<file path="src/include/rss_consts.vh">
`ifndef RSS_CONSTS_VH
`define RSS_CONSTS_VH

// ----------------------------------------------------------------------------
// Operation codes
// ----------------------------------------------------------------------------
`define RSS_OP_W            5
`define RSS_OP_ROTL_C_ACC   5'h00
`define RSS_OP_ROTR         5'h01
`define RSS_OP_ROTR_ACC     5'h02
`define RSS_OP_ROTR_C       5'h03
`define RSS_OP_ROTR_C_ACC   5'h04
`define RSS_OP_SUBB         5'h05
`define RSS_OP_SUBB_IMM     5'h06
`define RSS_OP_SUBB_MEM     5'h07
`define RSS_OP_SUB          5'h08
`define RSS_OP_DEC_SKIP     5'h09
`define RSS_OP_DEC_ACC_SKIP 5'h0a
`define RSS_OP_INC_SKIP     5'h0b
`define RSS_OP_INC_ACC_SKIP 5'h0c
`define RSS_OP_SET          5'h0d
`define RSS_OP_SET_BIT      5'h0e
`define RSS_OP_SKIP_BIT     5'h0f
`define RSS_OP_SKIP_NZ      5'h10

// ----------------------------------------------------------------------------
// Status flag bit positions
// ----------------------------------------------------------------------------
`define RSS_FLAG_W          6
`define RSS_F_C             0
`define RSS_F_HALF          1
`define RSS_F_Z             2
`define RSS_F_WRAP          3
`define RSS_F_SCMP          4
`define RSS_F_CHZ           5

// ----------------------------------------------------------------------------
// Register map (byte addresses) and fields
// ----------------------------------------------------------------------------
`define RSS_ADDR_W          5
`define RSS_REG_ACC         5'h00
`define RSS_REG_STATUS      5'h04
`define RSS_REG_OPND        5'h08
`define RSS_REG_CMD         5'h0c
`define RSS_REG_LAST        5'h10
`define RSS_REG_NONE        5'h1c
`define RSS_CMD_OP_LSB      0
`define RSS_CMD_BIT_LSB     8
`define RSS_LAST_WE_BIT     8
`define RSS_LAST_SKIP_BIT   9
`define RSS_LAST_BUSY_BIT   10

// ----------------------------------------------------------------------------
// Constants
// ----------------------------------------------------------------------------
`define RSS_HTRANS_NONSEQ   2'h2
`define RSS_BYTE_ZERO       8'h00
`define RSS_BYTE_ONE        8'h01
`define RSS_BYTE_ALL        8'hff
`define RSS_NIB_ZERO        4'h0
`define RSS_WORD_ZERO       32'h0000_0000
`define RSS_FLAG_RST        6'h00

`endif

</file>
<file path="src/rtl/rss_exec.v">
// Decided for this implementation: the register addresses and the AHB-Lite interface to the registers.
`timescale 1ns/1ps
`include "rss_consts.vh"

// Overview of operation
// - Left rotate through carry into accumulator; carry takes operand bit 7.
// - Right rotate memory byte, bit 0 to bit 7, no flag change.
// - Right rotate into accumulator only; memory and flags untouched.
// - Right rotate memory through carry; old carry to bit 7, carry from bit 0.
// - Same nine-bit right rotation, result to accumulator, carry updated.
// - Accumulator minus memory minus inverted carry into accumulator; six flags.
// - Immediate subtract with borrow into accumulator; same six flags.
// - Subtract with borrow, result written back to memory; same flags.
// - Plain subtract ignoring carry input into accumulator; six flags updated.
// - Decrement memory, write back, skip next when zero, no flags.
// - Decrement into accumulator, memory unchanged, skip when zero.
// - Increment memory, write back, skip next when wrapped result zero.
// - Increment into accumulator, memory unchanged, skip when zero.
// - A skip replaces the next instruction with one dummy cycle.
// - Set byte writes all ones to memory, flags unchanged.
// - Set bit forces selected bit to one, others and flags unchanged.
// - Skip next when selected memory bit is one, no flag change.
// - Read memory byte, write it back, skip when byte nonzero.
module rss_exec
(
  // Clock and reset
  input  wire        hclk,
  input  wire        hresetn,
  // AHB-Lite slave
  input  wire        hsel,
  input  wire [31:0] haddr,
  input  wire [1:0]  htrans,
  input  wire        hwrite,
  input  wire [2:0]  hsize,
  input  wire [31:0] hwdata,
  input  wire        hready,
  output reg         hreadyout,
  output reg  [31:0] hrdata,
  output reg         hresp,
  // Decoder request
  input  wire        exec_valid,
  input  wire [4:0]  exec_op,
  input  wire [2:0]  exec_bit,
  input  wire [7:0]  exec_operand,
  input  wire [7:0]  exec_addr,
  // Data memory write and sequencer
  output reg         mem_we_q,
  output reg  [7:0]  mem_addr_q,
  output reg  [7:0]  mem_wdata_q,
  output reg         skip_q,
  output reg         dummy_q,
  output reg         done_q,
  // Core state
  output reg  [7:0]  acc_q,
  output reg  [5:0]  flags_q
);

  // --------------------------------------------------------------------------
  // Bus slave state
  // --------------------------------------------------------------------------
  reg                   wr_pend_q;
  reg                   rd_pend_q;
  reg  [4:0]            bus_addr_q;
  reg  [7:0]            opnd_reg_q;
  reg  [4:0]            cmd_op_q;
  reg  [2:0]            cmd_bit_q;
  reg                   cmd_pend_q;
  reg                   last_skip_q;
  reg  [31:0]           rd_mux;
  wire                  addr_ok;
  wire                  sw_cmd_wr;

  // Only nonsequential transfers are decoded, those outside the map to the empty slot; hsize is ignored and the low two address bits are dropped
  assign addr_ok   = (haddr[31:`RSS_ADDR_W] == 27'h000_0000);
  assign sw_cmd_wr = wr_pend_q & (bus_addr_q == `RSS_REG_CMD);

  // --------------------------------------------------------------------------
  // Request selection
  // --------------------------------------------------------------------------
  reg                   go;
  reg  [4:0]            op;
  reg  [2:0]            bsel;
  reg  [7:0]            opnd;
  reg  [7:0]            maddr;

  // Decoder wins; a software command waits until the decoder is quiet.
  // Anything arriving in the dummy cycle is the squashed instruction.
  always @*
  begin
    go    = 1'b0;
    op    = exec_op;
    bsel  = exec_bit;
    opnd  = exec_operand;
    maddr = exec_addr;
    if (!dummy_q)
    begin
      if (exec_valid)
        go = 1'b1;
      else if (cmd_pend_q)
      begin
        go    = 1'b1;
        op    = cmd_op_q;
        bsel  = cmd_bit_q;
        opnd  = opnd_reg_q;
        maddr = `RSS_BYTE_ZERO;
      end
    end
  end

  // --------------------------------------------------------------------------
  // Subtractor shared by the four subtract forms
  // --------------------------------------------------------------------------
  wire                  is_sub;
  wire                  bin;
  wire [8:0]            diff;
  wire [4:0]            lo_diff;
  wire [7:0]            sres;
  wire                  s_ov;

  assign is_sub  = (op == `RSS_OP_SUB);
  // Plain subtract takes no borrow from carry
  assign bin     = is_sub ? 1'b0 : ~flags_q[`RSS_F_C];
  assign diff    = {1'b0, acc_q} - {1'b0, opnd} - {8'h00, bin};
  assign lo_diff = {1'b0, acc_q[3:0]} - {1'b0, opnd[3:0]} - {`RSS_NIB_ZERO, bin};
  assign sres    = diff[7:0];
  assign s_ov    = (acc_q[7] ^ opnd[7]) & (acc_q[7] ^ sres[7]);

  // --------------------------------------------------------------------------
  // Operation decode
  // --------------------------------------------------------------------------
  reg  [7:0]            res;
  reg                   wr_mem;
  reg                   wr_acc;
  reg                   skip;
  reg  [5:0]            flg;
  reg                   sub_flags;
  wire [7:0]            dec_v;
  wire [7:0]            inc_v;
  wire [7:0]            bit_mask;

  assign dec_v    = opnd - `RSS_BYTE_ONE;
  assign inc_v    = opnd + `RSS_BYTE_ONE;
  assign bit_mask = `RSS_BYTE_ONE << bsel;

  always @*
  begin
    res       = opnd;
    wr_mem    = 1'b0;
    wr_acc    = 1'b0;
    skip      = 1'b0;
    flg       = flags_q;
    sub_flags = 1'b0;
    case (op)
      `RSS_OP_ROTL_C_ACC:
      begin
        res              = {opnd[6:0], flags_q[`RSS_F_C]};
        wr_acc           = 1'b1;
        flg[`RSS_F_C]    = opnd[7];
      end
      `RSS_OP_ROTR:
      begin
        res    = {opnd[0], opnd[7:1]};
        wr_mem = 1'b1;
      end
      `RSS_OP_ROTR_ACC:
      begin
        res    = {opnd[0], opnd[7:1]};
        wr_acc = 1'b1;
      end
      `RSS_OP_ROTR_C:
      begin
        res           = {flags_q[`RSS_F_C], opnd[7:1]};
        wr_mem        = 1'b1;
        flg[`RSS_F_C] = opnd[0];
      end
      `RSS_OP_ROTR_C_ACC:
      begin
        res           = {flags_q[`RSS_F_C], opnd[7:1]};
        wr_acc        = 1'b1;
        flg[`RSS_F_C] = opnd[0];
      end
      `RSS_OP_SUBB, `RSS_OP_SUBB_IMM, `RSS_OP_SUB:
      begin
        res       = sres;
        wr_acc    = 1'b1;
        sub_flags = 1'b1;
      end
      `RSS_OP_SUBB_MEM:
      begin
        res       = sres;
        wr_mem    = 1'b1;
        sub_flags = 1'b1;
      end
      `RSS_OP_DEC_SKIP:
      begin
        res    = dec_v;
        wr_mem = 1'b1;
        skip   = (dec_v == `RSS_BYTE_ZERO);
      end
      `RSS_OP_DEC_ACC_SKIP:
      begin
        res    = dec_v;
        wr_acc = 1'b1;
        skip   = (dec_v == `RSS_BYTE_ZERO);
      end
      `RSS_OP_INC_SKIP:
      begin
        res    = inc_v;
        wr_mem = 1'b1;
        skip   = (inc_v == `RSS_BYTE_ZERO);
      end
      `RSS_OP_INC_ACC_SKIP:
      begin
        res    = inc_v;
        wr_acc = 1'b1;
        skip   = (inc_v == `RSS_BYTE_ZERO);
      end
      `RSS_OP_SET:
      begin
        res    = `RSS_BYTE_ALL;
        wr_mem = 1'b1;
      end
      `RSS_OP_SET_BIT:
      begin
        res    = opnd | bit_mask;
        wr_mem = 1'b1;
      end
      `RSS_OP_SKIP_BIT:
        skip = |(opnd & bit_mask);
      `RSS_OP_SKIP_NZ:
      begin
        res    = opnd;
        wr_mem = 1'b1;
        skip   = (opnd != `RSS_BYTE_ZERO);
      end
      default:
        res = opnd;
    endcase
    // Six flags of the subtract forms; chained zero accumulates only with borrow
    if (sub_flags)
    begin
      flg[`RSS_F_C]    = ~diff[8];
      flg[`RSS_F_HALF] = ~lo_diff[4];
      flg[`RSS_F_Z]    = (sres == `RSS_BYTE_ZERO);
      flg[`RSS_F_WRAP] = s_ov;
      flg[`RSS_F_SCMP] = ~(sres[7] ^ s_ov);
      flg[`RSS_F_CHZ]  = is_sub ? (sres == `RSS_BYTE_ZERO)
                                : ((sres == `RSS_BYTE_ZERO) & flags_q[`RSS_F_CHZ]);
    end
  end

  // --------------------------------------------------------------------------
  // Result, skip and dummy registers
  // --------------------------------------------------------------------------
  // Skip leaves with the result at the same edge so the fetched word is squashed
  always @(posedge hclk or negedge hresetn)
  begin
    if (!hresetn)
    begin
      mem_we_q    <= 1'b0;
      mem_addr_q  <= `RSS_BYTE_ZERO;
      mem_wdata_q <= `RSS_BYTE_ZERO;
      skip_q      <= 1'b0;
      dummy_q     <= 1'b0;
      done_q      <= 1'b0;
      last_skip_q <= 1'b0;
    end
    else
    begin
      mem_we_q <= go & wr_mem;
      skip_q   <= go & skip;
      dummy_q  <= go & skip;
      done_q   <= go;
      if (go)
      begin
        mem_addr_q  <= maddr;
        mem_wdata_q <= res;
        last_skip_q <= skip;
      end
    end
  end

  // --------------------------------------------------------------------------
  // Accumulator and flags; execution wins over a bus write in the same cycle
  // --------------------------------------------------------------------------
  always @(posedge hclk or negedge hresetn)
  begin
    if (!hresetn)
    begin
      acc_q   <= `RSS_BYTE_ZERO;
      flags_q <= `RSS_FLAG_RST;
    end
    else
    begin
      if (go & wr_acc)
        acc_q <= res;
      else if (wr_pend_q & (bus_addr_q == `RSS_REG_ACC))
        acc_q <= hwdata[7:0];
      if (go)
        flags_q <= flg;
      else if (wr_pend_q & (bus_addr_q == `RSS_REG_STATUS))
        flags_q <= hwdata[`RSS_FLAG_W-1:0];
    end
  end

  // --------------------------------------------------------------------------
  // Software command registers
  // --------------------------------------------------------------------------
  // A new command write while one is pending replaces it; software should poll busy
  always @(posedge hclk or negedge hresetn)
  begin
    if (!hresetn)
    begin
      opnd_reg_q <= `RSS_BYTE_ZERO;
      cmd_op_q   <= 5'h00;
      cmd_bit_q  <= 3'h0;
      cmd_pend_q <= 1'b0;
    end
    else
    begin
      if (wr_pend_q & (bus_addr_q == `RSS_REG_OPND))
        opnd_reg_q <= hwdata[7:0];
      if (sw_cmd_wr)
      begin
        cmd_op_q   <= hwdata[`RSS_CMD_OP_LSB +: `RSS_OP_W];
        cmd_bit_q  <= hwdata[`RSS_CMD_BIT_LSB +: 3];
        cmd_pend_q <= 1'b1;
      end
      else if (go & ~exec_valid)
        cmd_pend_q <= 1'b0;
    end
  end

  // --------------------------------------------------------------------------
  // AHB-Lite slave: writes zero wait, reads one wait state
  // --------------------------------------------------------------------------
  // The read wait state keeps a read right after a write from seeing stale data
  always @*
  begin
    rd_mux = `RSS_WORD_ZERO;
    case (bus_addr_q)
      `RSS_REG_ACC:    rd_mux[7:0] = acc_q;
      `RSS_REG_STATUS: rd_mux[`RSS_FLAG_W-1:0] = flags_q;
      `RSS_REG_OPND:   rd_mux[7:0] = opnd_reg_q;
      `RSS_REG_CMD:
      begin
        rd_mux[`RSS_CMD_OP_LSB +: `RSS_OP_W] = cmd_op_q;
        rd_mux[`RSS_CMD_BIT_LSB +: 3]        = cmd_bit_q;
      end
      `RSS_REG_LAST:
      begin
        rd_mux[7:0]                = mem_wdata_q;
        rd_mux[`RSS_LAST_WE_BIT]   = mem_we_q;
        rd_mux[`RSS_LAST_SKIP_BIT] = last_skip_q;
        rd_mux[`RSS_LAST_BUSY_BIT] = cmd_pend_q;
      end
      default:         rd_mux = `RSS_WORD_ZERO;
    endcase
  end

  always @(posedge hclk or negedge hresetn)
  begin
    if (!hresetn)
    begin
      wr_pend_q  <= 1'b0;
      rd_pend_q  <= 1'b0;
      bus_addr_q <= 5'h00;
      hreadyout  <= 1'b1;
      hrdata     <= `RSS_WORD_ZERO;
      hresp      <= 1'b0;
    end
    else
    begin
      hresp     <= 1'b0;
      wr_pend_q <= 1'b0;
      rd_pend_q <= 1'b0;
      if (rd_pend_q)
      begin
        hrdata    <= rd_mux;
        hreadyout <= 1'b1;
      end
      else if (hsel & hready & (htrans == `RSS_HTRANS_NONSEQ))
      begin
        // Unmapped addresses decode to a slot that reads zero and ignores writes
        bus_addr_q <= addr_ok ? {haddr[`RSS_ADDR_W-1:2], 2'b00} : `RSS_REG_NONE;
        wr_pend_q  <= hwrite;
        rd_pend_q  <= ~hwrite;
        hreadyout  <= hwrite;
      end
    end
  end

endmodule // rss_exec

</file>
<file path="config.mk">
export PLATFORM = sky130hd
export DESIGN_NAME = rss_exec
export DESIGN_NICKNAME = d
export VERILOG_FILES = /design/src/rtl/rss_exec.v
export VERILOG_INCLUDE_DIRS = /design/src /design/src/include
export SDC_FILE = /design/constraint.sdc
export NUM_CORES = 1
export LEC_CHECK = 0
export ABC_AREA = 0
export BUFFER_PORTS_ARGS = -buffer_cell sky130_fd_sc_hd__buf_2
export CORE_MARGIN = 10
export CORE_UTILIZATION = 45
export CTS_CLUSTER_DIAMETER = 80
export CTS_CLUSTER_SIZE = 28
export DETAILED_ROUTE_END_ITERATION = 10
export GPL_TIMING_DRIVEN = 0
export PLACE_DENSITY = 0.82
export SETUP_SLACK_MARGIN = 0.02
export SLEW_MARGIN = 20
export SYNTH_ARGS = -nofsm -noshare
export SYNTH_HDL_FRONTEND = slang
export SYNTH_SLANG_ARGS = --single-unit
</file>
<file path="constraint.sdc">
create_clock -name hclk -period 3.9 [get_ports hclk]
set_input_delay 0.39 -clock hclk [delete_from_list [all_inputs] [get_ports hclk]]
set_output_delay 0.39 -clock hclk [all_outputs]
set_load 0.01 [all_outputs]
</file>
# Word level (Yosys, flattened, before mapping)
# Cells that the tools add are included.
[op_classes] n_mux=41 eq_ne=23 bitwise_logic=24 reduce_logical=22 n_shift=1 addsub=6
[op_table] op="8-bit two-way mux" n=8
[op_table] op="8-bit one-hot mux with 8 select lines" n=1
[op_table] op="5-bit by 4-bit equality test with 1-bit output, second input constant" n=10
[op_table] op="27-bit logical NOT" n=1
[op_table] op="5-bit by 3-bit equality test with 1-bit output, second input constant" n=5
[op_table] op="5-bit one-hot mux with 5 select lines" n=1
[op_table] op="8-bit logical NOT" n=3
[op_table] op="8-bit OR reduction" n=3
[op_table] op="5-bit two-way mux" n=4
[op_table] op="6-bit two-way mux" n=3
[op_table] op="1-bit two-way mux" n=16
[op_table] op="1-bit AND" n=12
[op_table] op="5-bit by 2-bit equality test with 1-bit output, second input constant" n=2
[op_table] op="5-bit equality test, second input constant" n=2
[op_table] op="5-bit logical NOT" n=2
[op_table] op="3-bit two-way mux" n=3
[op_table] op="8-bit by 8-bit subtractor with 9-bit output" n=1
[op_table] op="9-bit by 1-bit subtractor with 9-bit output" n=1
[op_table] op="8-bit by 1-bit adder with 8-bit output, second input constant" n=1
[op_table] op="8-bit AND" n=1
[op_table] op="8-bit bitwise OR" n=1
[op_table] op="1-bit one-hot mux with 4 select lines" n=2
[op_table] op="2-bit nonzero test" n=4
[op_table] op="8-bit nonzero test" n=1
[op_table] op="16 further kinds" n=29
[word_totals] out_inout_bits=68 wordCells=135 input_bits=99 register_bits=70

# Depth between registers and ports, before layout
# Gate-level depths: netlist of the first run.
[logic_depth] ltp_word=12 depth_mapped=16 ltp_nobuf=14

# Least setup slack after synthesis of the first run
# OpenSTA, ideal clock, no wires.
[synth_timing] kind="flip-flop to flip-flop" start="register dummy_q" end="register mem_wdata_q[4]" path_stages_with_launch=16 path_slack_ns=0.237 t_arrival_ns=3.528 t_required_ns=3.765 period_less_slack_ns=3.663 setup_ns=0.135 n_path_buf=2 cell_sequence="dfrtp_1 or3b_1 buf_6 buf_2 nand2_1 a21oi_1 or2_2 fa_1 fa_1 nand2b_1 a21oi_1 xor2_1 a2bb2oi_1 a41oi_1 o21ai_1 o21ai_0"
[synth_between] elab_chain_cells=5 word_cells_on_any_way=32 classes_between="4 x add/sub; 14 x eq/ne; 1 x shift; 6 x mux; 1 x bitwise; 6 x reduce/logical"
[synth_rtl] element="start: declaration" line_no="rss_exec.v:51" rtl="output reg dummy_q,"
[synth_rtl] element="start signal: assignment" line_no="rss_exec.v:272" rtl="dummy_q <= go & skip;"
[synth_rtl] element="branches (longest 5 deep; another with 8-bit by 8-bit subtractor with 9-bit output)"
[synth_rtl] element="end signal: assignment" line_no="rss_exec.v:262" rtl="mem_wdata_q <= `RSS_BYTE_ZERO;"
[synth_rtl] element="end signal: assignment" line_no="rss_exec.v:277" rtl="mem_wdata_q <= res;"
[synth_rtl] element="end: declaration" line_no="rss_exec.v:49" rtl="output reg [7:0] mem_wdata_q,"
# Several ways; the timed one is not identified.
# A chain may end at the register's enable or synchronous reset.

# Worst setup path after layout of the first run
[layout_timing] start="register dummy_q" end="register mem_wdata_q[7]"
# Same word-level chain as after synthesis.

==> flow_metrics.tcl, run 1 <==
set metrics [dict create \
    status "finished clean" \
    drt_iter0_drc 958 \
    dp_cells 982 \
    critPathKind "flop to flop" \
    drc_errors 0 \
    fin_crit_sh_pct 97.30 \
    tritoncts "built" \
    grtUsageTotal_pct 22.69 \
    cp_max_fo 7 \
    grt_start_max_net_pins 54 \
    start_util_pct 45.74 \
    peakVddDrop_mv 0.3577 \
    netlist_area_um2 5725 \
    fin_cells 1007 \
    synth_top_family_by_area "simple AND/OR/NAND/NOR gates" \
    yosysSeqAreaShare_pct 29.74 \
    num_rows 41 \
    synth_warnings 0 \
    async_flop_share_pct 100.0 \
    clock_latency_ns 0.34 \
    die_w_um 132.8 \
    critPathLaunchType "flop" \
    syn_inst 674 \
    min_path_type "input port to flop" \
    num_io_pins 167 \
    synth_ff_type "dfrtp_1" \
    synth_edf_count 0 \
    syn_area_per_cell_um2 8.495 \
    power.density_nw_per_um2 402.9 \
    max_cap_violations 0 \
    cp_data_required_time_ns 4.09 \
    worst_slew_pin_slew_ns 0.8361 \
    clk_pin_slew_ns 0.06 \
    hold_violations 0 \
    power_w 0.002887 \
    synthSimpleGateAreaFrac_pct 21.39 \
    dp_hpwl_um 16010 \
    final-seq-area_um2 1704 \
    slew_headroom_pct 44.26 \
    fp.dieArea_um2 17630 \
    layout-drive-gt1-share_pct 30.42 \
    num_vias 6063 \
    cts_max_level 3 \
    grt_pass1_vias 5868 \
    portBuffers 114 \
    period_needed_ns 3.795 \
    p_leak_nw 3.244 \
    synth_adder_area_share_pct 4.851 \
    ys_seq_elements 68 \
    slew_violations 0 \
    grt_pass1_wl_um 32310 \
    postRouteAntennaNets 0 \
    muxShareOfSynthArea_pct 10.75 \
    end_kind "flop" \
    nFillCells 1169 \
    grt-ovfl-total 0 \
    gp_congestion 0.9825 \
    post_drt_wl_per_cell_um 20.70 \
    synth-compound-area-share_pct 21.31 \
    routed_via_density 6.021 \
    clock_sinks 68 \
    antenna_found_initial 0 \
    core_um2 12520 \
    die_y_um 132.8 \
    arrival_ns 3.98 \
    setup_viol 0 \
    fmax_ghz 0.2635 \
    layout.nets 950 \
    synth_xor_area_share_pct 3.518 \
    antenna_cells 0 \
    synth_cell_types 78 \
    cts_buffers 9 \
    drtPass1Iterations 6 \
    wl_um 20850 \
    clk_path_buf_depth 2 \
    multi_input_area_um2 3796 \
    skew_ns 0.006785 \
    syn2layout_area_growth_pct 25.15 \
    root_buffer "clkbuf_16" \
]
==> timing repair <==
action	CTS	global route
pin swaps	5	10
gates resized for setup	17	25
setup buffers	2	7
hold buffers	1	0
endpoints found under the hold margin	15	0
setup endpoints to repair	16	18
==> cells in the final DEF (no fill, tap or decap), types with 6 or more instances in the layout <==
cell type	instances
a21oi_1	34
a22o_1	8
a22oi_1	12
buf_2	122
buf_4	34
clkbuf_1	26
clkbuf_16	9
conb_1	22
dfrtp_1	66
ha_1	19
inv_1	29
mux2_2	28
mux2i_1	18
nand2_1	53
nand2b_1	7
nand3_1	22
nand3b_1	10
nand4_1	9
nor2_1	52
nor2b_1	6
nor3_1	18
nor4_1	9
o211ai_1	8
o21ai_0	34
o22ai_1	6
xnor2_1	13
xor2_1	8
==> power breakdown <==
part	switching [W]	total [W]	internal, W
combinational	0.000666	0.00116	0.000490
sequential	0.000110	0.000923	0.000813
clock	0.000316	0.000808	0.000492
total	0.00109	0.00289	0.00180
==> cells by family after synthesis <==
group,Yosys count
compound gates,177
xor+xnor,23
fa+ha+maj,21
buf+inv,96
flops,68
mux,55
other cells,1
simple gates,233
==> metal layers <==
metal	share of wire (%)	routed length [µm]	up-vias	track usage, %
met5	0	0	-	0
met4	4.1	853	0	8.619
met3	10	2179	76	7.116
met2	45	9300	367	34.34
met1	41	8513	2855	29.46
li1	-	-	2765	-
==> worst max-delay path, cell delays in order, from the launching register on <==
cell,delay [ns]
dfrtp_2,0.44
or3b_4,0.49
mux2_4,0.36
a21oi_4,0.18
or2_4,0.16
fa_2,0.44
inv_1,0.07
ha_1,0.16
o21ai_2,0.09
a211oi_4,0.33
mux2i_2,0.33
a21oi_2,0.12
o41ai_2,0.22
buf_4,0.18
o21ai_0,0.08
==> metrics by stage <==
| step | hold slack [ns] | instance area (µm²) | setup WS, ns | TNS (ns) | util [%] |
|---|---|---|---|---|---|
| after floorplan | 0.09441 | 5804 | 0.2373 | 0 | - |
| after global placement | 0.4608 | 6590 | -0.4775 | -4.264 | 52.65 |
| after detailed placement | 0.2754 | 6620 | -0.5463 | -5.195 | 52.89 |
| after CTS | 0.2124 | 7007 | 0.03420 | 0 | 55.98 |
| after global routing | 0.2285 | 7166 | -0.02424 | -0.02424 | 57.25 |
| final | 0.2136 | 7166 | 0.1054 | 0 | 57.25 |
==> flip-flops by register name (all words and copies together) (netlist names) <==
signal       flops
rd_pend_q        1
wr_pend_q        1
cmd_pend_q       1
cmd_bit_q        3
bus_addr_q       3
last_skip_q      1
flags_q          6
hrdata          11
hreadyout        1
opnd_reg_q       8
mem_we_q         1
cmd_op_q         5
mem_wdata_q      8
dummy_q          1
acc_q            8
mem_addr_q       8
done_q           1
==> final timing paths <==
check	startpoint	to	slack, ns	cells after the start
max	dummy_q	mem_wdata_q[7]	0.11	14
min	hwrite	rd_pend_q	0.21	2
max reg2reg	dummy_q	mem_wdata_q[7]	0.11	14
min reg2reg	hrdata[4]	hrdata[4]	0.48	1
max in group asynchronous	hresetn	hreadyout	2.89	3
min in group asynchronous	hresetn	cmd_op_q[2]	0.46	2
==> cell type report <==
class | instances | area share, %
buffer | 64 | 5.081
timing repair buffer | 125 | 9.464
sequential | 68 | 23.78
multi-input combinational | 531 | 52.98
inverter | 31 | 1.624
clock buffer | 9 | 3.143
tap | 172 | 3.003
clock inverter | 7 | 0.9254
==> cell usage after synthesis (3+ instances only) <==
cell type,count,area share (%)
inv_1,29,1.9
nor3_1,19,1.7
o2111ai_1,3,0.46
a211oi_1,7,0.92
nand3b_1,10,1.3
a21o_1,4,0.52
o211ai_1,8,1.0
nor2b_1,6,0.66
nor4b_1,5,0.76
and2_1,5,0.55
nor4_1,9,0.98
nand3_1,22,1.9
o21ai_1,4,0.35
o22a_1,5,0.76
mux2i_1,23,4.0
a221o_1,3,0.52
o21a_1,5,0.66
nand2b_1,8,0.87
a32oi_1,5,0.76
nand4_1,9,0.98
nor3b_1,4,0.52
xor2_1,9,1.4
o21ai_0,36,3.1
o22ai_1,7,0.76
clkbuf_1,26,1.7
a221oi_1,3,0.46
a22o_1,8,1.2
xnor2_1,14,2.1
buf_2,11,0.96
a22oi_1,12,1.6
or3_1,4,0.44
nand2_1,55,3.6
or4b_2,3,0.52
mux2_2,29,5.7
or2_2,5,0.55
buf_4,24,3.1
o311ai_0,4,0.61
o221ai_1,5,0.76
ha_1,19,4.2
and3_1,4,0.44
dfrtp_1,67,29
nor2_1,52,3.4
a21oi_1,37,3.2
(Power assumes the default switching activity.)
==> run 2, diff against run 1 <==
--- a/config.mk
+++ b/config.mk
@@ -10,11 +10,12 @@
 export BUFFER_PORTS_ARGS = -buffer_cell sky130_fd_sc_hd__buf_2
 export CORE_MARGIN = 10
 export CORE_UTILIZATION = 45
-export CTS_CLUSTER_DIAMETER = 80
+export CTS_CLUSTER_DIAMETER = 200
 export CTS_CLUSTER_SIZE = 28
 export DETAILED_ROUTE_END_ITERATION = 10
 export GPL_TIMING_DRIVEN = 0
 export PLACE_DENSITY = 0.82
+export REMOVE_ABC_BUFFERS = 1
 export SETUP_SLACK_MARGIN = 0.02
 export SLEW_MARGIN = 20
 export SYNTH_ARGS = -nofsm -noshare
==> run 2 against run 1 <==
Core utilization decreased by 1.9 points; die area did not move; final area decreased by 3.3%; flip-flop and latch count unchanged; global-route usage down 1.1 points; register-to-register slack hardly changed; via count decreased by 1.9%; critical path type unchanged; critical endpoint is now acc_q[6]; highest routed layer unchanged.
==> flow_metrics.tcl, run 2 (synthesis results as in run 1) <==
set metrics [dict create \
    status "finished clean" \
    postRouteAntennaNets 0 \
    num_rows 41 \
    end_kind "flop" \
    fin_util_pct 55.36 \
    regMostFlops "hrdata" \
    period_needed_ns 3.795 \
    slew_violations 0 \
    hold-worst-slack_ns 0.2356 \
    post_drt_wl_per_cell_um 21.01 \
    hold_violations 0 \
    final_cell_mix "117 x buf_2, 62 x dfrtp_1, 54 x nand2_1, 52 x nor2_1" \
    critPathKind "flop to flop" \
    peakVddDrop_mv 0.3418 \
    start_util_pct 45.74 \
    grt_pass1_vias 5918 \
    fin_crit_sh_pct 97.30 \
    antenna_found_initial 0 \
    drc_errors 0 \
    worst_slew_pin_slew_ns 0.8993 \
    grt_start_max_net_pins 55 \
    nFillCells 1131 \
    portBuffers 118 \
    cts_buffers 9 \
    layout-drive-gt1-share_pct 28.97 \
    final.setup.worst_slack_ns 0.1053 \
    cts_max_level 3 \
    num_io_pins 167 \
    clk_path_buf_depth 2 \
    grtUsageTotal_pct 21.54 \
    critPathLaunchType "flop" \
    fp.dieArea_um2 17630 \
    core_um2 12520 \
    fin_cells 959 \
    drtPass1Iterations 7 \
    p_leak_nw 3.077 \
    drt_iter0_drc 934 \
    syn2layout_area_growth_pct 21.02 \
    grt-ovfl-total 0 \
    cp_max_fo 7 \
    gp_congestion 0.9692 \
    fmax_ghz 0.2635 \
    cp_data_required_time_ns 4.09 \
    skew_ns 0.004725 \
    dp_cells 923 \
    rsz0062_at_grt "yes" \
    grt_pass1_wl_um 31290 \
    layout.nets 903 \
    num_vias 5948 \
    max_cap_violations 0 \
    clk_pin_slew_ns 0.05 \
    layout.cells.most_common "buf_2" \
    antenna_cells 0 \
    min_path_type "input port to flop" \
    root_buffer "clkbuf_16" \
    slew_headroom_pct 39.72 \
    power.density_nw_per_um2 405.5 \
    die_y_um 132.8 \
    dp_hpwl_um 14440 \
    wl_um 20150 \
    arrival_ns 3.99 \
    setup_viol 0 \
    clock_latency_ns 0.33 \
    clock_sinks 68 \
    tritoncts "built" \
    die_w_um 132.8 \
    routed_via_density 6.202 \
    largest_register_ffs 11 \
    post-place-ws_ns -0.7771 \
]
run 2: power by group:
group / leakage [nW] / switching (W) / internal (W)
clock: 0.149 / 0.000286 / 0.000544
combinational: 2.10 / 0.000591 / 0.000442
sequential: 0.830 / 0.000134 / 0.000814
total: 3.08 / 0.00101 / 0.00180
run 2: worst paths after layout:
path / from / end / slack [ns] / cells past startpoint
worst max-delay path: dummy_q / acc_q[6] / 0.11 / 12
worst min-delay path: hwrite / rd_pend_q / 0.24 / 2
worst max register to register: dummy_q / acc_q[6] / 0.11 / 12
worst min register to register: last_skip_q / last_skip_q / 0.48 / 1
max in group asynchronous: hresetn / hreadyout / 2.90 / 3
min in group asynchronous: hresetn / mem_addr_q[5] / 0.46 / 2
run 2: per-layer routing:
layer | vias to the layer above | wire length (µm) | track usage [%]
li1 | 2659 | - | -
met1 | 2814 | 7788 | 26.75
met2 | 400 | 9415 | 34.98
met3 | 75 | 2203 | 5.526
met4 | 0 | 738 | 8.252
met5 | - | 0 | 0
run 2: worst max-delay path: stages (launching register included):
cell	delay [ns]
dfrtp_2	0.45
or3b_4	0.46
mux2_4	0.26
a21oi_4	0.04
or2_2	0.28
fa_1	0.41
fa_1	0.42
nand2b_1	0.20
a21oi_4	0.20
o21ai_0	0.19
xor2_1	0.20
a211oi_1	0.41
o21ai_1	0.13
run 2: cell type report:
class	count	area, µm²	share of cell area, %
clock inverter	1	30.03	0.4334
tap	172	215.2	3.106
timing repair buffer	141	813.3	11.74
inverter	31	116.4	1.679
multi-input combinational	532	3771	54.42
sequential	68	1709	24.67
clock buffer	14	274.0	3.954
run 2: what timing repair did:
item                       in CTS  in global routing
pin swaps                       6                  5
gates cloned                    1                  0
resized for setup              17                 19
hold endpoints to repair       14                  0
setup endpoints to repair      21                 16
buffers inserted                5                 14
hold buffers                    1                  0
run 2: metrics by stage:
stage	total power (W)	setup TNS, ns	area (µm²)
floorplan	0.001519	-3.661	5441
global placement	0.001844	-24.50	6247
detailed placement	0.001874	-11.25	6310
CTS	0.002740	0	6746
global route	0.002948	-0.01274	6929
finish	0.002810	0	6929
==> run 3, diff against run 2 <==
--- a/config.mk
+++ b/config.mk
@@ -15,6 +15,7 @@
 export DETAILED_ROUTE_END_ITERATION = 10
 export GPL_TIMING_DRIVEN = 0
 export PLACE_DENSITY = 0.82
+export RECOVER_POWER = 50
 export REMOVE_ABC_BUFFERS = 1
 export SETUP_SLACK_MARGIN = 0.02
 export SLEW_MARGIN = 20
==> run 3 against run 2 <==
Die area unchanged; sequential share of layout area up 0.19 points; critical path depth unchanged; hold slack lost 0.00051 ns; setup slack improved by 0.0021 ns; count of clock-buffer cells in the layout is the same; maximum frequency hardly changed; final area decreased by 0.76%; cell count stayed put; flip-flop and latch count is the same; clock skew about the same; global-route usage did not move; critical path type unchanged; critical endpoint unchanged; largest cell class unchanged.
==> flow_metrics.tcl, run 3 (synthesis results as in run 1) <==
set metrics [dict create \
    wl_met1_um 8035 \
    end_kind "flop" \
    grt_pass1_wl_um 31290 \
    layout-drive-gt1-share_pct 26.18 \
    regMostFlops "hrdata" \
    hold-worst-slack_ns 0.2351 \
    layout.cells.most_common "buf_2" \
    power.share.switching_pct 36.19 \
    dp_hpwl_um 14440 \
    root_buffer "clkbuf_16" \
    peakVddDrop_mv 0.3420 \
    nFillCells 1151 \
    fin_crit_sh_pct 97.25 \
    drtPass1Iterations 5 \
    min_path_type "input port to flop" \
    drt_iter0_drc 873 \
    arrival_ns 3.98 \
    antenna_cells 0 \
    period_needed_ns 3.793 \
    postRouteAntennaNets 0 \
    cp_data_required_time_ns 4.09 \
    routed_via_density 6.187 \
    critPathLaunchType "flop" \
    grt_pass1_vias 5918 \
    cp_max_fo 7 \
    grt_start_max_net_pins 55 \
    wl_um 20160 \
    final_cell_mix "96 x buf_2, 62 x dfrtp_1, 54 x nand2_1, 52 x nor2_1" \
    power.density_nw_per_um2 407.3 \
    p_leak_nw 2.998 \
    critPathKind "flop to flop" \
    hold_violations 0 \
    skew_ns 0.004630 \
    wl_met3_um 1956 \
    switchingPower_w 0.001014 \
    slew_headroom_pct 10.97 \
    fp.dieArea_um2 17630 \
    fin_cells 959 \
    grt-ovfl-total 0 \
    num_vias 5933 \
    max_cap_violations 0 \
    wl_met2_um 9464 \
    post_drt_wl_per_cell_um 21.02 \
    die_w_um 132.8 \
    antenna_found_initial 0 \
    status "finished clean" \
    dp_cells 923 \
    p_int_w 0.001787 \
    clk_pin_slew_ns 0.05 \
    pwr-share-seq_pct 33.9 \
    portBuffers 118 \
    clock_sinks 68 \
    rrSetupSlack_ns 0.11 \
    clk_path_buf_depth 2 \
    tritoncts "built" \
    core_um2 12520 \
    syn2layout_area_growth_pct 20.10 \
    layout.nets 903 \
    worst_slew_pin_slew_ns 1.335 \
    clkPwrFrac_pct 29.6 \
    num_rows 41 \
    largest_register_ffs 11 \
    combPwrFrac_pct 36.5 \
    gp_congestion 0.9692 \
    rsz0062_at_grt "yes" \
    slew_violations 0 \
    cts_max_level 3 \
    setup_viol 0 \
    die_y_um 132.8 \
    top_layer "met4" \
    clock_latency_ns 0.33 \
    drc_errors 0 \
    grtUsageTotal_pct 21.54 \
    num_io_pins 167 \
    fmax_ghz 0.2637 \
    start_util_pct 45.74 \
    cts_buffers 9 \
]
-- run 3: cell count changes in the layout (fill, tap and decap cells not counted) --
cell,previous run,this run
clkbuf_1,2,24
buf_2,117,96
buf_16,1,0
buf_4,20,19
clkbuf_2,0,1
-- run 3: what timing repair did --
| action | CTS | global route |
|---|---|---|
| pin swaps | 6 | 5 |
| cloned | 1 | 0 |
| setup buffers | 5 | 14 |
| hold endpoints to repair | 14 | 0 |
| hold buffers | 1 | 0 |
| resized for setup | 17 | 19 |
| setup endpoints to repair | 21 | 16 |
-- run 3: per-stage QoR --
stage | worst slack, ns | power, W | setup TNS, ns | utilization, % | cell area, µm²
after detailed placement | -0.7771 | 0.001874 | -11.25 | 50.41 | 6310
final | 0.1074 | 0.002801 | 0 | 54.94 | 6877
after global placement | -1.324 | 0.001844 | -24.50 | 49.91 | 6247
after floorplan | -0.3727 | 0.001519 | -3.661 | - | 5441
after CTS | 0.02086 | 0.002740 | 0 | 53.90 | 6746
after global routing | -0.01274 | 0.002937 | -0.01274 | 54.94 | 6877
-- run 3: layout make-up --
class                   instances  area (µm²)  area share, %
flip-flops and latches         68        1709          24.85
well taps                     172       215.2          3.130
multi-input cells             532        3771          54.84
inverters                      31       116.4          1.692
repair buffers                141       760.7          11.06
clock buffers                  14       274.0          3.985
clock inverters                 1       30.03         0.4367
-- run 3: power by group through the flow --
stage | clock [W] | sequential (W) | combinational, W
final | 0.000830 | 0.000950 | 0.00102
after floorplan | 0 | 0.000960 | 0.000559
after global routing | 0.000867 | 0.000959 | 0.00111
after detailed placement | 0 | 0.000949 | 0.000925
after CTS | 0.000835 | 0.000942 | 0.000963
after global placement | 0 | 0.000944 | 0.000900
-- run 3: worst max-delay path, stage by stage, from the launching register on --
cell and delay [ns]:
dfrtp_2 0.45, or3b_4 0.45, mux2_4 0.26, a21oi_4 0.04
or2_2 0.28, fa_1 0.41, fa_1 0.42, nand2b_1 0.20
a21oi_4 0.20, o21ai_0 0.19, xor2_1 0.20, a211oi_1 0.41
o21ai_1 0.13
-- run 3: final timing paths --
kind                              from            end  depth (start not counted)
hold / removal                  hwrite      rd_pend_q                          2
hold reg to reg            last_skip_q    last_skip_q                          1
min in group asynchronous      hresetn  mem_addr_q[5]                          2
setup reg to reg               dummy_q       acc_q[6]                         12
setup / recovery               dummy_q       acc_q[6]                         12
max in group asynchronous      hresetn    cmd_op_q[0]                          3
-- run 3: metal layers --
layer	track usage, %	up-vias
li1	-	2664
met1	26.75	2825
met2	34.98	379
met3	5.526	65
met4	8.252	0
met5	0	-
